File: src/rtl/cca_pkg.sv
// Shared constants and carriers for the completion abort and error return block.
package cca_pkg;
   localparam int DATA_W = 64; // Stream data width in bits.
   localparam int SB_W = 8; // Side-band user bus width.
   localparam int SB_DISC = 0; // Abort flag position in the side-band bus.
   localparam int STAT_LSB = 43; // Completion status field low bit in the descriptor.
   localparam logic [2:0] STAT_UR = 3'h1; // Unsupported Request status code.
   localparam logic [2:0] STAT_CA = 3'h4; // Completer Abort status code.
   localparam logic [2:0] ERR_LAST_BEAT = 3'h3; // Index of the final beat of an error completion.
   localparam logic [2:0] IDX_MAX = 3'h7; // Beat index saturates here.
   localparam logic [11:0] REG_CTRL = 12'h000; // Control register byte address.
   localparam logic [11:0] REG_STAT = 12'h004; // Sticky event status, cleared by read.
   localparam logic [11:0] REG_MASK = 12'h008; // Interrupt mask, same layout as status.
   localparam logic [11:0] REG_NCNT = 12'h00c; // Count of nullified packets.
   localparam logic [11:0] REG_STATE = 12'h010; // Live packet state.
   localparam int CTRL_W = 3; // Control register width.
   localparam int CTRL_EP = 0; // Device acts as an endpoint.
   localparam int CTRL_ALIGN = 1; // Address-aligned mode select.
   localparam int CTRL_STALL = 2; // Software hold-off of stream ready.
   localparam logic [2:0] CTRL_RST = 3'h1; // Control value after reset.
   localparam int NEV = 4; // Number of event bits.
   localparam int EV_ABORT = 0; // Abort flag seen.
   localparam int EV_DROP = 1; // Valid dropped inside a packet.
   localparam int EV_LEN = 2; // Error completion of wrong length.
   localparam int EV_LOG = 3; // Error completion header logged.
   localparam logic [3:0] MASK_RST = 4'h0; // Mask value after reset.
   localparam int NCNT_W = 16; // Width of the nullified packet counter.
   // One beat towards the link.
   typedef struct packed {
      logic [DATA_W-1:0] data;
      logic last;
      logic nullify;
   } cca_tlp_s;
   // Header log captured from an error completion.
   typedef struct packed {
      logic [31:0] ctl;
      logic [3:0][31:0] req;
   } cca_hdr_s;
endpackage : cca_pkg

File: src/rtl/cca_event_irq.sv
`timescale 1ns/1ps
`default_nettype none
// Sticky event bits with read-clear and a masked level interrupt.
module cca_event_irq (
   input wire logic pclk,
   input wire logic presetn,
   input wire logic [cca_pkg::NEV-1:0] ev_set,
   input wire logic [cca_pkg::NEV-1:0] ev_clr,
   input wire logic [cca_pkg::NEV-1:0] ev_mask,
   output logic [cca_pkg::NEV-1:0] status,
   output logic irq
);
   logic [cca_pkg::NEV-1:0] next_status; // Next sticky status.
   logic next_irq; // Next interrupt level.

   // Each bit keeps its event; a set in the clearing cycle wins.
   genvar i;
   generate
      for (i = 0; i < cca_pkg::NEV; i++)
      begin : g_bit
         assign next_status[i] = ev_set[i] | (status[i] & ~ev_clr[i]);
      end
   endgenerate

   // The interrupt is high while any unmasked bit is set.
   always_comb
   begin
      next_irq = |(next_status & ev_mask);
   end

   // Registers the status and the interrupt.
   always_ff @(posedge pclk or negedge presetn)
   begin
      if (!presetn)
      begin
         status <= '0;
         irq <= 1'b0;
      end
      else
      begin
         status <= next_status;
         irq <= next_irq;
      end
   end
endmodule : cca_event_irq
`default_nettype wire

File: src/rtl/cca_cpl_abort.sv
// The register addresses and the APB interface to the registers were decided locally.
`timescale 1ns/1ps
`default_nettype none
module cca_cpl_abort (
   input wire logic pclk,
   input wire logic presetn,
   input wire logic psel,
   input wire logic penable,
   input wire logic pwrite,
   input wire logic [11:0] paddr,
   input wire logic [31:0] pwdata,
   output logic [31:0] prdata,
   output logic pready,
   output logic pslverr,
   input wire logic [cca_pkg::DATA_W-1:0] cpl_in_data,
   input wire logic [cca_pkg::SB_W-1:0] cpl_in_sideband,
   input wire logic cpl_in_valid,
   input wire logic cpl_in_last,
   output logic cpl_in_ready,
   output cca_pkg::cca_tlp_s tlp_out,
   output logic tlp_out_valid,
   input wire logic tlp_out_ready,
   output logic aer_internal_err,
   output cca_pkg::cca_hdr_s aer_hdr,
   output logic aer_hdr_valid,
   output logic irq
);
   // Packet tracking states.
   typedef enum logic {CCA_IDLE, CCA_BODY} cca_rx_e;

   cca_rx_e state; // Inside a packet or not.
   cca_rx_e next_state;
   logic pkt_err; // Packet is already errored.
   logic next_err;
   logic pkt_abort; // Packet carried an abort flag.
   logic next_abort;
   logic pkt_errcpl; // Packet is a UR or CA completion.
   logic next_errcpl;
   logic [2:0] beat_idx; // Accepted beats so far in this packet.
   logic [2:0] next_idx;
   cca_pkg::cca_tlp_s next_out;
   logic next_out_valid;
   logic next_ready;
   cca_pkg::cca_hdr_s next_hdr;
   logic next_hdr_valid;
   logic next_aer;
   logic [cca_pkg::NEV-1:0] ev_set; // Events found this cycle.
   logic [cca_pkg::NCNT_W-1:0] ncnt; // Nullified packet count.
   logic [cca_pkg::NCNT_W-1:0] next_ncnt;
   logic [cca_pkg::CTRL_W-1:0] ctrl; // Software control bits.
   logic [cca_pkg::CTRL_W-1:0] next_ctrl;
   logic [cca_pkg::NEV-1:0] mask; // Interrupt mask.
   logic [cca_pkg::NEV-1:0] next_mask;
   logic [cca_pkg::NEV-1:0] status; // Sticky event status.
   logic [cca_pkg::NEV-1:0] ev_clr; // Bits cleared by a status read.
   logic [31:0] next_prdata;
   logic next_pready;
   logic next_pslverr;
   logic take; // A beat is accepted this cycle.
   logic disc; // Abort flag sampled this cycle.
   logic first; // Accepted beat opens a packet.
   logic errcpl; // Accepted beat belongs to an error completion.
   logic [2:0] idx; // Index of the accepted beat.
   logic err_acc; // Error state including this beat.
   logic len_bad; // Error completion length broken on this beat.

   // The flag only counts on a handshake beat.
   assign take = cpl_in_valid & cpl_in_ready;
   assign disc = take & cpl_in_sideband[cca_pkg::SB_DISC];

   // Computes the stream, packet and header log next values.
   always_comb
   begin
      next_state = state;
      next_err = pkt_err;
      next_abort = pkt_abort;
      next_errcpl = pkt_errcpl;
      next_idx = beat_idx;
      next_out = tlp_out;
      next_out_valid = tlp_out_valid;
      next_hdr = aer_hdr;
      next_hdr_valid = 1'b0;
      next_aer = 1'b0;
      next_ncnt = ncnt;
      ev_set = '0;
      first = (state == CCA_IDLE);
      errcpl = 1'b0;
      idx = 3'h0;
      err_acc = 1'b0;
      len_bad = 1'b0;
      // The link side has taken the held beat.
      if (tlp_out_valid && tlp_out_ready)
         next_out_valid = 1'b0;
      // A gap in valid inside a packet poisons the packet.
      if (state == CCA_BODY && !cpl_in_valid)
      begin
         next_err = 1'b1;
         ev_set[cca_pkg::EV_DROP] = 1'b1;
      end
      // An accepted beat.
      if (take)
      begin
         // The status field sits in the first beat of the descriptor.
         errcpl = first ?
            (cpl_in_data[cca_pkg::STAT_LSB +: 3] == cca_pkg::STAT_UR ||
             cpl_in_data[cca_pkg::STAT_LSB +: 3] == cca_pkg::STAT_CA) : pkt_errcpl;
         idx = first ? 3'h0 : beat_idx;
         // The abort is held for the rest of the packet.
         err_acc = pkt_err | disc;
         if (disc)
         begin
            ev_set[cca_pkg::EV_ABORT] = 1'b1;
            // Only the first flag of a packet is reported upstream.
            next_aer = ctrl[cca_pkg::CTRL_EP] & ~pkt_abort;
         end
         // An error completion must end on its fourth beat.
         len_bad = errcpl & (cpl_in_last != (idx == cca_pkg::ERR_LAST_BEAT));
         if (len_bad)
         begin
            ev_set[cca_pkg::EV_LEN] = 1'b1;
            err_acc = 1'b1;
         end
         // Dwords are packed identically in both alignment modes.
         if (errcpl)
         begin
            unique case (idx)
               3'h1: next_hdr.ctl = cpl_in_data[63:32];
               3'h2:
               begin
                  next_hdr.req[0] = cpl_in_data[31:0];
                  next_hdr.req[1] = cpl_in_data[63:32];
               end
               3'h3:
               begin
                  next_hdr.req[2] = cpl_in_data[31:0];
                  next_hdr.req[3] = cpl_in_data[63:32];
               end
               default: next_hdr = aer_hdr;
            endcase
         end
         // A clean error completion hands its header to the log.
         if (errcpl && cpl_in_last && !err_acc)
         begin
            next_hdr_valid = 1'b1;
            ev_set[cca_pkg::EV_LOG] = 1'b1;
         end
         // The beat moves on with its poison mark.
         next_out.data = cpl_in_data;
         next_out.last = cpl_in_last;
         next_out.nullify = err_acc;
         next_out_valid = 1'b1;
         if (cpl_in_last && err_acc)
            next_ncnt = ncnt + 16'h0001;
         // The last beat closes the packet and drops its error state.
         if (cpl_in_last)
         begin
            next_state = CCA_IDLE;
            next_err = 1'b0;
            next_abort = 1'b0;
            next_errcpl = 1'b0;
            next_idx = 3'h0;
         end
         else
         begin
            next_state = CCA_BODY;
            next_err = err_acc;
            next_abort = pkt_abort | disc;
            next_errcpl = errcpl;
            next_idx = (idx == cca_pkg::IDX_MAX) ? idx : idx + 3'h1;
         end
      end
      // Ready falls while the beat store is full or software stalls.
      next_ready = ~next_out_valid & ~ctrl[cca_pkg::CTRL_STALL];
   end

   // Registers the stream and packet state.
   always_ff @(posedge pclk or negedge presetn)
   begin
      if (!presetn)
      begin
         state <= CCA_IDLE;
         pkt_err <= 1'b0;
         pkt_abort <= 1'b0;
         pkt_errcpl <= 1'b0;
         beat_idx <= 3'h0;
         tlp_out <= '0;
         tlp_out_valid <= 1'b0;
         cpl_in_ready <= 1'b0;
         aer_hdr <= '0;
         aer_hdr_valid <= 1'b0;
         aer_internal_err <= 1'b0;
         ncnt <= '0;
      end
      else
      begin
         state <= next_state;
         pkt_err <= next_err;
         pkt_abort <= next_abort;
         pkt_errcpl <= next_errcpl;
         beat_idx <= next_idx;
         tlp_out <= next_out;
         tlp_out_valid <= next_out_valid;
         cpl_in_ready <= next_ready;
         aer_hdr <= next_hdr;
         aer_hdr_valid <= next_hdr_valid;
         aer_internal_err <= next_aer;
         ncnt <= next_ncnt;
      end
   end

   // Computes the APB answer and register writes; pready rises in the first access cycle, so no wait state.
   always_comb
   begin
      next_pready = psel & ~penable;
      next_prdata = 32'h0;
      next_pslverr = 1'b0;
      next_ctrl = ctrl;
      next_mask = mask;
      ev_clr = '0;
      // Read data and the error answer are formed in the setup cycle.
      if (psel && !penable)
      begin
         unique case (paddr)
            cca_pkg::REG_CTRL: next_prdata = {29'h0, ctrl};
            cca_pkg::REG_STAT: next_prdata = {28'h0, status};
            cca_pkg::REG_MASK: next_prdata = {28'h0, mask};
            cca_pkg::REG_NCNT: next_prdata = {16'h0, ncnt};
            cca_pkg::REG_STATE:
               next_prdata = {26'h0, state == CCA_BODY, pkt_err, pkt_abort, beat_idx};
            default: next_pslverr = 1'b1;
         endcase
      end
      // The access edge commits a write or clears what was read.
      if (psel && penable && pready)
      begin
         if (pwrite && paddr == cca_pkg::REG_CTRL)
            next_ctrl = pwdata[cca_pkg::CTRL_W-1:0];
         if (pwrite && paddr == cca_pkg::REG_MASK)
            next_mask = pwdata[cca_pkg::NEV-1:0];
         if (!pwrite && paddr == cca_pkg::REG_STAT)
            ev_clr = prdata[cca_pkg::NEV-1:0];
      end
   end

   // Registers the bus answer and the software bits.
   always_ff @(posedge pclk or negedge presetn)
   begin
      if (!presetn)
      begin
         pready <= 1'b0;
         prdata <= 32'h0;
         pslverr <= 1'b0;
         ctrl <= cca_pkg::CTRL_RST;
         mask <= cca_pkg::MASK_RST;
      end
      else
      begin
         pready <= next_pready;
         prdata <= next_prdata;
         pslverr <= next_pslverr;
         ctrl <= next_ctrl;
         mask <= next_mask;
      end
   end

   // Sticky event status and interrupt.
   cca_event_irq cca_event_irq_i (
      .pclk(pclk),
      .presetn(presetn),
      .ev_set(ev_set),
      .ev_clr(ev_clr),
      .ev_mask(mask),
      .status(status),
      .irq(irq)
   );
endmodule : cca_cpl_abort
`default_nettype wire

File: config.mk
export PLATFORM = sky130hd
export DESIGN_NAME = cca_cpl_abort
export DESIGN_NICKNAME = d
export VERILOG_FILES = /design/src/rtl/cca_pkg.sv /design/src/rtl/cca_event_irq.sv /design/src/rtl/cca_cpl_abort.sv
export SDC_FILE = /design/constraint.sdc
export NUM_CORES = 1
export LEC_CHECK = 0
export BUFFER_PORTS_ARGS = -buffer_cell sky130_fd_sc_hd__buf_2
export CAP_MARGIN = 25
export CORE_AREA = 2 2 152 154
export DETAILED_ROUTE_END_ITERATION = 8
export DIE_AREA = 0 0 154 156
export PLACE_DENSITY = 0.87
export SYNTH_ARGS = -nofsm -noshare
export SYNTH_HDL_FRONTEND = slang
export SYNTH_HIERARCHICAL = 1
export SYNTH_SLANG_ARGS = --single-unit
File: constraint.sdc
create_clock -name pclk -period 3.2 [get_ports pclk]
set_input_delay 0.64 -clock pclk [delete_from_list [all_inputs] [get_ports pclk]]
set_output_delay 0.64 -clock pclk [all_outputs]
set_load 0.02 [all_outputs]
-- After elaboration in Yosys (flattened, before gate mapping)
Cells that the tools add are included.
- output and inout bits: 265
- logic and storage cells: 118
- register bits: 299
- input bits: 124
- add/subtract/negate cells: 2
- bitwise logic cells: 25
- multiplexer cells: 29
- equality and inequality tests: 11
- reduce and logical (&&, ||, !) cells: 26
- operators by type and width (operator ; count):
    one-hot mux 16 bit (5 select lines) ; 1
    == test 12 x 4 -> 1 bit, second input constant ; 2
    2-to-1 mux 1 bit ; 21
    adder 16 x 1 -> 16 bit, second input constant ; 1
    2-to-1 mux 16 bit ; 1
    == test 12 x 3 -> 1 bit, second input constant ; 1
    == test 12 x 5 -> 1 bit, second input constant ; 1
    logical NOT 12 bit ; 1
    logical AND 1 bit ; 11
    bitwise AND 1 bit ; 10
    2-to-1 mux 3 bit ; 3
    AND reduction 3 bit ; 3
    2-to-1 mux 4 bit ; 2
    inverter 1 bit ; 8
    == test 3 x 1 -> 1 bit, second input constant ; 2
    == test 3 x 2 -> 1 bit, second input constant ; 2
    == test 3 bit, second input constant ; 2
    OR 1 bit ; 6
    AND reduction 2 bit ; 3
    OR reduction 5 bit ; 1
    bitwise AND 4 bit ; 1
    logical NOT 1 bit ; 4
    OR reduction 4 bit ; 1
    adder 3 x 1 -> 3 bit, second input constant ; 1
    other kinds (4) ; 4

-- Depth between registers and ports, before layout
Gate-level depths: netlist of the first run.
- depth in word-level cells: 13
- mapped depth: 10
- mapped depth without buffers: 9

-- Modules after synthesis
The synthesis of the first run kept the hierarchy.
- by module, submodules not included (module ; area an instance (µm²) ; instances ; cells an instance):
    cca_cpl_abort ; 10983.0 ; 1 ; 862
    cca_event_irq ; 216.5 ; 1 ; 18

-- Worst setup path after synthesis of the first run
No wires, ideal clock.
- path type: input-to-reg
- start: in cpl_in_data[43] (netlist name)
- end: reg aer_hdr[0] (netlist name)
- setup time: 0.125 ns
- stages: 6
- data arrival time: 1.997 ns
- slack: 1.078 ns
- cells stage by stage: xor2_1 -> a22oi_1 -> nor3_4 -> nand2_2 -> buf_6 -> mux2_2
- word-level cells in the longest chain between the ends: 4
- ends and longest elaborated chain (element ; RTL line ; RTL):
    start, declared ; cca_cpl_abort.sv:15 ; input wire logic [cca_pkg::DATA_W-1:0] cpl_in_data,
    == test 3 x 1 -> 1 bit or == test 3 bit (tied branches) ; cca_cpl_abort.sv:105, cca_cpl_abort.sv:106 ;
    logical OR 1 bit (*) ; cca_cpl_abort.sv:105 ; (cpl_in_data[cca_pkg::STAT_LSB +: 3] == cca_pkg::STAT_UR ||
    2-to-1 mux 1 bit (*) ; cca_cpl_abort.sv:104 ; errcpl = first ?
    AND reduction 3 bit (no source line) (*) ; n/a ;
    end signal, assigned ; cca_cpl_abort.sv:204 ; aer_hdr <= next_hdr;
    end, declared ; cca_cpl_abort.sv:24 ; output cca_pkg::cca_hdr_s aer_hdr,
Every way passes the cells marked *; elsewhere a longest branch is shown, timed or not.
A chain may end at the register's enable or synchronous reset.

-- Worst setup path in the final report of the first run
- start: reg state
- end: reg cca_event_irq_i.irq
- word-level cells in the longest chain between the ends: 13
- ends and longest elaborated chain (element ; RTL line ; RTL):
    start, declared ; cca_cpl_abort.sv:31 ; cca_rx_e state;
    start signal, assigned ; cca_cpl_abort.sv:196 ; state <= next_state;
    2-to-1 mux 3 bit ; cca_cpl_abort.sv:107 ; idx = first ? 3'h0 : beat_idx;
    == test 3 x 2 -> 1 bit ; cca_cpl_abort.sv:117 ; len_bad = errcpl & (cpl_in_last != (idx == cca_pkg::ERR_LAST_BEAT));
    inequality test 1 bit ; cca_cpl_abort.sv:117 ;
    bitwise AND 1 bit ; cca_cpl_abort.sv:117 ;
    2-to-1 mux 1 bit ; cca_cpl_abort.sv:118 ; if (len_bad)
    2-to-1 mux 1 bit ; cca_cpl_abort.sv:101 ; if (take)
    logical NOT 1 bit ; cca_cpl_abort.sv:142 ; if (errcpl && cpl_in_last && !err_acc)
    logical AND 1 bit (*) ; cca_cpl_abort.sv:142 ;
    2-to-1 mux 1 bit (*) ; cca_cpl_abort.sv:142 ;
    2-to-1 mux 2 bit (*) ; cca_cpl_abort.sv:101 ;
    named net ev_set, one bit ; cca_cpl_abort.sv:47 ; logic [cca_pkg::NEV-1:0] ev_set;
    OR 1 bit (*) ; cca_event_irq.sv:21 ; assign next_status[i] = ev_set[i] | (status[i] & ~ev_clr[i]);
    bitwise AND 4 bit (*) ; cca_event_irq.sv:28 ; next_irq = |(next_status & ev_mask);
    OR reduction 4 bit (*) ; cca_event_irq.sv:28 ;
    named net cca_event_irq_i.next_irq ; cca_event_irq.sv:14 ; logic next_irq;
    end signal, assigned ; cca_event_irq.sv:42 ; irq <= next_irq;
    end, declared ; cca_event_irq.sv:11 ; output logic irq
Mark *: on every way through the listed nets, which the timed path passes. The rest lies on a longest branch. The select of a mux whose other input is x is not followed.

==> results_dict.tcl, run 1 <==
set metrics [dict create \
    crit_path_frequent_cell "o21ai_1" \
    p_switching_w 0.00327 \
    yosysWarnings 6 \
    cts_setup_buffers 0 \
    path_max_fanout 10 \
    multiInputGateArea_um2 3790 \
    num_rows 55 \
    fin_worst_skew_ns 0.0158 \
    ys_ff_latch 283 \
    synthToLayoutAreaGrowth_pct 26.1 \
    grtUsageTotal_pct 23.2 \
    fin_crit_ns 2.67 \
    syn_area_per_cell_um2 12.7 \
    die_y_um 156 \
    comb_power_share_pct 23.5 \
    post-route-period-util_pct 83.3 \
    cts_root_buf "clkbuf_16" \
    tightestPinTransition_ns 0.924 \
    finalPower_w 0.0104 \
    p_clk_share_pct 32.3 \
    dr.pass1.iters 5 \
    insertion_delay_ns 0.54 \
    reg2regPathDepth 8 \
    p_leak_nw 8.02 \
    pin_count 389 \
    layout_commonest_cell "buf_2" \
    grt_max_degree 91 \
    initial_core_util_pct 50.1 \
    drc_errors 0 \
    start_kind "flop" \
    syn_inst 880 \
    cpPeakStageDelay_ns 0.55 \
    ir_drop_mv 0.490 \
    route.vias.total 8008 \
    r2r_slack_ns 0.53 \
    critPathSlowestCell "dfrtp_1" \
    timing.fmax_mhz 375 \
    required_ns 3.61 \
    hold_violations 0 \
    drive_above_1_share_pct 46.3 \
    criticalPathCategory "flop to flop" \
    nFillCells 1668 \
    status "completed" \
    ant_nets 0 \
    clkTransAtPathRegs_ns 0.06 \
    cap_violations 0 \
    drt_iter0_drc 402 \
    final_core_util_pct 63.1 \
    cp-end-kind "flop" \
    rsz0062_at_grt "no" \
    synth_top_area_cell "dfrtp_1" \
    synth.distinct_cells 41 \
    r2r_start "state$_DFFE_PN0N_" \
    post_cts_resized 0 \
    synth.top_cell.area_share_pct 63.0 \
    max_slew_margin_pct 38.4 \
    coreArea_um2 22400 \
    arrival_ns 3.07 \
    die_area_um2 24000 \
    dpl.hpwl_mm 19.1 \
    gp_congestion 0.841 \
    setup_tns_ns 0 \
    synth_area_um2 11200 \
    cts_max_level 1 \
    switching_share_pct 31.4 \
    grt_pass1_vias 8424 \
    drt-wirelength-per-cell_um 18.3 \
    drt_wl_total_mm 28.0 \
    r2r_end "cca_event_irq_i/irq$_DFF_PN0_" \
    vias_per_cell 5.22 \
    antenna_found_initial 0 \
    maxSlewViolCount 0 \
    overflow 0 \
    power_density_nw_per_um2 736 \
    seq_area_frac_synth_pct 63.2 \
    cts_tree "built" \
    final_cell_mix "buf_2 (336), dfrtp_1 (282), nand2_1 (212)" \
    nets 1355 \
    clock_path_buffers 3 \
    cts_buffers 28 \
    worst-path-buf-inv 0 \
    crit_chain "and2_1, ha_1, a21boi_0, xnor2_1, o21ai_1, nor3_1, o21ai_1, nand4_1" \
    cts_sinks 283 \
    die_w_um 154 \
    crit_family "compound AO/OA/AOI/OAI gates" \
    internal_power_w 0.00713 \
    setup_violations 0 \
    pwr-share-seq_pct 44.2 \
    synthTopCellsByArea "dfrtp_1 (63%), mux2_2 (17%), nand2_1 (7.1%)" \
    grt_pass1_wl_mm 44.4 \
    hp-class "input port to async pin" \
    regArea_um2 7080 \
    num_antenna_cells 0 \
    port-buffer-count 337 \
    ctsHoldBuffers 0 \
]
==> power by group through the flow <==
stage | Combinational (W) | Clock, W | Sequential (W)
finish | 0.00244 | 0.00336 | 0.00459
global route | 0.00262 | 0.00355 | 0.00466
CTS | 0.00247 | 0.00342 | 0.00459
detailed placement | 0.00245 | 0 | 0.00463
global placement | 0.00238 | 0 | 0.00459
floorplan | 0.000760 | 0 | 0.00530
==> per-stage QoR <==
stage | worst slack (ns) | hold slack (ns) | std cells | area (um^2)
global placement | 0.610 | 0.439 | 1482 | 13200
global route | 0.230 | 0.175 | 1533 | 14100
detailed placement | 0.568 | 0.449 | 1482 | 13200
finish | 0.534 | 0.129 | 1533 | 14100
CTS | 0.555 | 0.145 | 1533 | 14100
floorplan | 1.08 | 0.344 | 895 | 11300
==> worst max path at each step <==
stage	startpoint	to	cells past startpoint
floorplan	cpl_in_data[43]	aer_hdr[0]$_DFFE_PN0P_	6
global placement	state$_DFFE_PN0N_	cca_event_irq_i/irq$_DFF_PN0_	8
detailed placement	state$_DFFE_PN0N_	cca_event_irq_i/irq$_DFF_PN0_	9
CTS	state$_DFFE_PN0N_	cca_event_irq_i/irq$_DFF_PN0_	9
global route	state$_DFFE_PN0N_	cca_event_irq_i/irq$_DFF_PN0_	9
finish	state$_DFFE_PN0N_	cca_event_irq_i/irq$_DFF_PN0_	8
==> metal layers <==
metal	up-vias	GRT usage, %	wire length [um]	share of wire [%]
met5	-	0	0	0
met3	57	5.19	2070	7.4
met2	344	41.2	14200	51
li1	3625	-	-	-
met4	0	7.79	806	2.9
met1	3982	28.0	11000	39
==> state kept, by name, summed over array words and instances (netlist names), 3 cells and up <==
signal,count
mask,4
tlp_out,66
aer_hdr,160
prdata,16
cca_event_irq_i/status,4
beat_idx,3
ctrl,3
ncnt,16
==> area by class of cell <==
type,count,share of cell area [%]
Clock buffer,44,6.17
Clock inverter,7,0.664
Inverter,4,0.106
Multi-Input combinational cell,554,26.8
Sequential cell,283,50.2
Tap cell,285,2.52
Timing Repair Buffer,356,13.6
==> synthesized netlist by cell type (all sizes together) <==
master / n
conb: 1
nor2: 22
or2: 4
a31oi: 4
clkbuf: 22
nand3: 12
a32oi: 1
nor4: 1
dfstp: 1
o21ai: 13
a21oi: 7
a22oi: 2
and2: 18
ha: 4
mux2i: 3
nand2: 215
inv: 4
xnor2: 16
dfrtp: 282
a211oi: 1
and4: 1
and3b: 2
nand3b: 2
o31ai: 1
nor2b: 6
xor2: 1
a2bb2oi: 3
nor3b: 2
nor3: 5
a21boi: 2
mux2: 168
and3: 12
nand4: 9
buf: 32
a221o: 1
==> logic make-up after synthesis <==
family	synth area share, %
buffers and inverters	3.55
XOR/XNOR	1.33
adder cells (fa/ha/maj)	0.447
multiplexers	17.2
AO/OA/AOI/OAI	1.95
other	0.0335
flip-flops	63.2
AND/OR/NAND/NOR	12.3
Power figures use the tool's default switching activity.
==> run 2, diff against run 1 <==
--- a/config.mk
+++ b/config.mk
@@ -7,9 +7,9 @@
 export LEC_CHECK = 0
 export BUFFER_PORTS_ARGS = -buffer_cell sky130_fd_sc_hd__buf_2
 export CAP_MARGIN = 25
-export CORE_AREA = 2 2 152 154
+export CORE_MARGIN = 2
+export CORE_UTILIZATION = 50
 export DETAILED_ROUTE_END_ITERATION = 8
-export DIE_AREA = 0 0 154 156
 export PLACE_DENSITY = 0.87
 export SYNTH_ARGS = -nofsm -noshare
 export SYNTH_HDL_FRONTEND = slang
==> constraint.sdc (replaced) <==
create_clock -name pclk -period 2.6 [get_ports pclk]
set_input_delay 0.52 -clock pclk [delete_from_list [all_inputs] [get_ports pclk]]
set_output_delay 0.52 -clock pclk [all_outputs]
set_load 0.02 [all_outputs]
==> results_dict.tcl, run 2 (same netlist as run 1, synthesis figures left out) <==
set metrics [dict create \
    route.vias.total 7996 \
    drive_above_1_share_pct 46.4 \
    timing.fmax_mhz 461 \
    hold_start "penable" \
    regMostFlops "aer_hdr" \
    hp-class "input port to flop" \
    dr.pass1.iters 7 \
    worstSetupStartpoint "beat_idx[0]$_DFFE_PN0N_" \
    grt_pass1_wl_mm 44.2 \
    cap_violations 0 \
    layout_commonest_cell "buf_2" \
    criticalPathCategory "flop to flop" \
    cts_setup_buffers 0 \
    dpl.hpwl_mm 19.5 \
    cts_root_buf "clkbuf_16" \
    drt_iter0_drc 406 \
    nFillCells 1606 \
    fin_hold_ws_ns 0.193 \
    num_rows 54 \
    maxSlewViolCount 0 \
    ant_nets 0 \
    overflow 0 \
    setup_violations 0 \
    largest_register_ffs 160 \
    cts_tree "built" \
    rsz0062_at_grt "no" \
    vias_per_cell 5.22 \
    insertion_delay_ns 0.54 \
    cp-end-kind "flop" \
    final_cell_mix "buf_2 (336), dfrtp_1 (282), nand2_1 (212)" \
    coreArea_um2 21900 \
    p_leak_nw 8.06 \
    cts_buffers 28 \
    cts_sinks 283 \
    dp_slack_ns 0.346 \
    drt-wirelength-per-cell_um 18.2 \
    start_kind "flop" \
    fin_ws_ns 0.433 \
    nets 1360 \
    tightestPinTransition_ns 0.605 \
    hold_violations 0 \
    required_ns 3.07 \
    gp_congestion 0.850 \
    fin_worst_skew_ns 0.00887 \
    antenna_found_initial 0 \
    power_density_nw_per_um2 895 \
    die_y_um 154 \
    arrival_ns 2.64 \
    finalPower_w 0.0127 \
    initial_core_util_pct 51.2 \
    status "completed" \
    drc_errors 0 \
    num_antenna_cells 0 \
    grt_pass1_vias 8274 \
    synthToLayoutAreaGrowth_pct 26.4 \
    grt_max_degree 76 \
    clock_path_buffers 3 \
    largest_registers "aer_hdr x160, tlp_out x66" \
    post_cts_resized 0 \
    path_max_fanout 5 \
    drt_wl_total_mm 27.8 \
    port-buffer-count 337 \
    setup_tns_ns 0 \
    pin_count 389 \
    die_area_um2 23600 \
    post-route-period-util_pct 83.3 \
    grtUsageTotal_pct 23.2 \
    ir_drop_mv 0.740 \
    cts_max_level 1 \
    final_core_util_pct 64.7 \
    clkTransAtPathRegs_ns 0.06 \
    die_w_um 154 \
    r2r_start "beat_idx[0]$_DFFE_PN0N_" \
    fin_crit_ns 2.17 \
    max_slew_margin_pct 59.7 \
]
[run 2: changes by cell type in the layout (fill, tap and decap cells not counted), sizes merged]
cell	previous run	this run
bufinv	2	1
clkinvlp	2	0
clkinv	3	5
buf	356	360
dlygate4sd3	0	1
[run 2: worst paths after layout]
check / endpoint / slack, ns / cells after the start
min in group asynchronous: mask[0]$_DFFE_PN0P_ / 0.56 / 2
hold / removal: pready$_DFF_PN0_ / 0.19 / 2
max in group asynchronous: aer_hdr[61]$_DFFE_PN0P_ / 1.29 / 3
setup / recovery: cca_event_irq_i/irq$_DFF_PN0_ / 0.43 / 9
setup reg to reg: cca_event_irq_i/irq$_DFF_PN0_ / 0.43 / 9
hold reg to reg: cpl_in_ready$_DFF_PN0_ / 0.46 / 1
[run 2: layout make-up]
cell class | count | area (um^2) | share of cell area (%)
clock inverter | 6 | 66.3 | 0.468
tap | 280 | 350 | 2.47
clock buffer | 44 | 861 | 6.08
multi-input combinational | 554 | 3790 | 26.8
inverter | 4 | 15.0 | 0.106
sequential | 283 | 7080 | 50.0
timing repair buffer | 361 | 1990 | 14.1
[run 2: repair_timing]
action	in CTS	in global routing
hold endpoints to repair	66	0
endpoints found under the setup margin	0	0
hold buffers	1	0
[run 2: worst max-delay path: stages, from the launching register on]
cell and delay, ns:
dfrtp_1 0.43, nand2_1 0.12, inv_1 0.06, ha_1 0.21, a21boi_0 0.14, xnor2_1 0.30, o21ai_1 0.14, nor3_1 0.43
o21ai_1 0.16, nand4_1 0.11
[run 2: routing by layer]
metal	up-vias	GRT usage (%)	routed length [um]
li1	3629	-	-
met1	3966	28.1	10600
met2	342	41.1	14200
met3	59	5.69	2320
met4	0	7.16	750
met5	-	0	0
[run 2: per-stage QoR]
step	area, um^2	cells
2_1_floorplan	11300	895
3_3_place_gp	13200	1481
3_5_place_dp	13200	1481
4_1_cts	14200	1532
5_1_grt	14200	1532
6_report	14200	1532
[run 2: power by group]
part / leakage [nW] / switching, W / total (W) / internal, W
sequential: 3.76 / 0.000450 / 0.00563 / 0.00518
combinational: 3.84 / 0.00191 / 0.00304 / 0.00113
clock: 0.461 / 0.00164 / 0.00400 / 0.00236
total: 8.06 / 0.00401 / 0.0127 / 0.00867
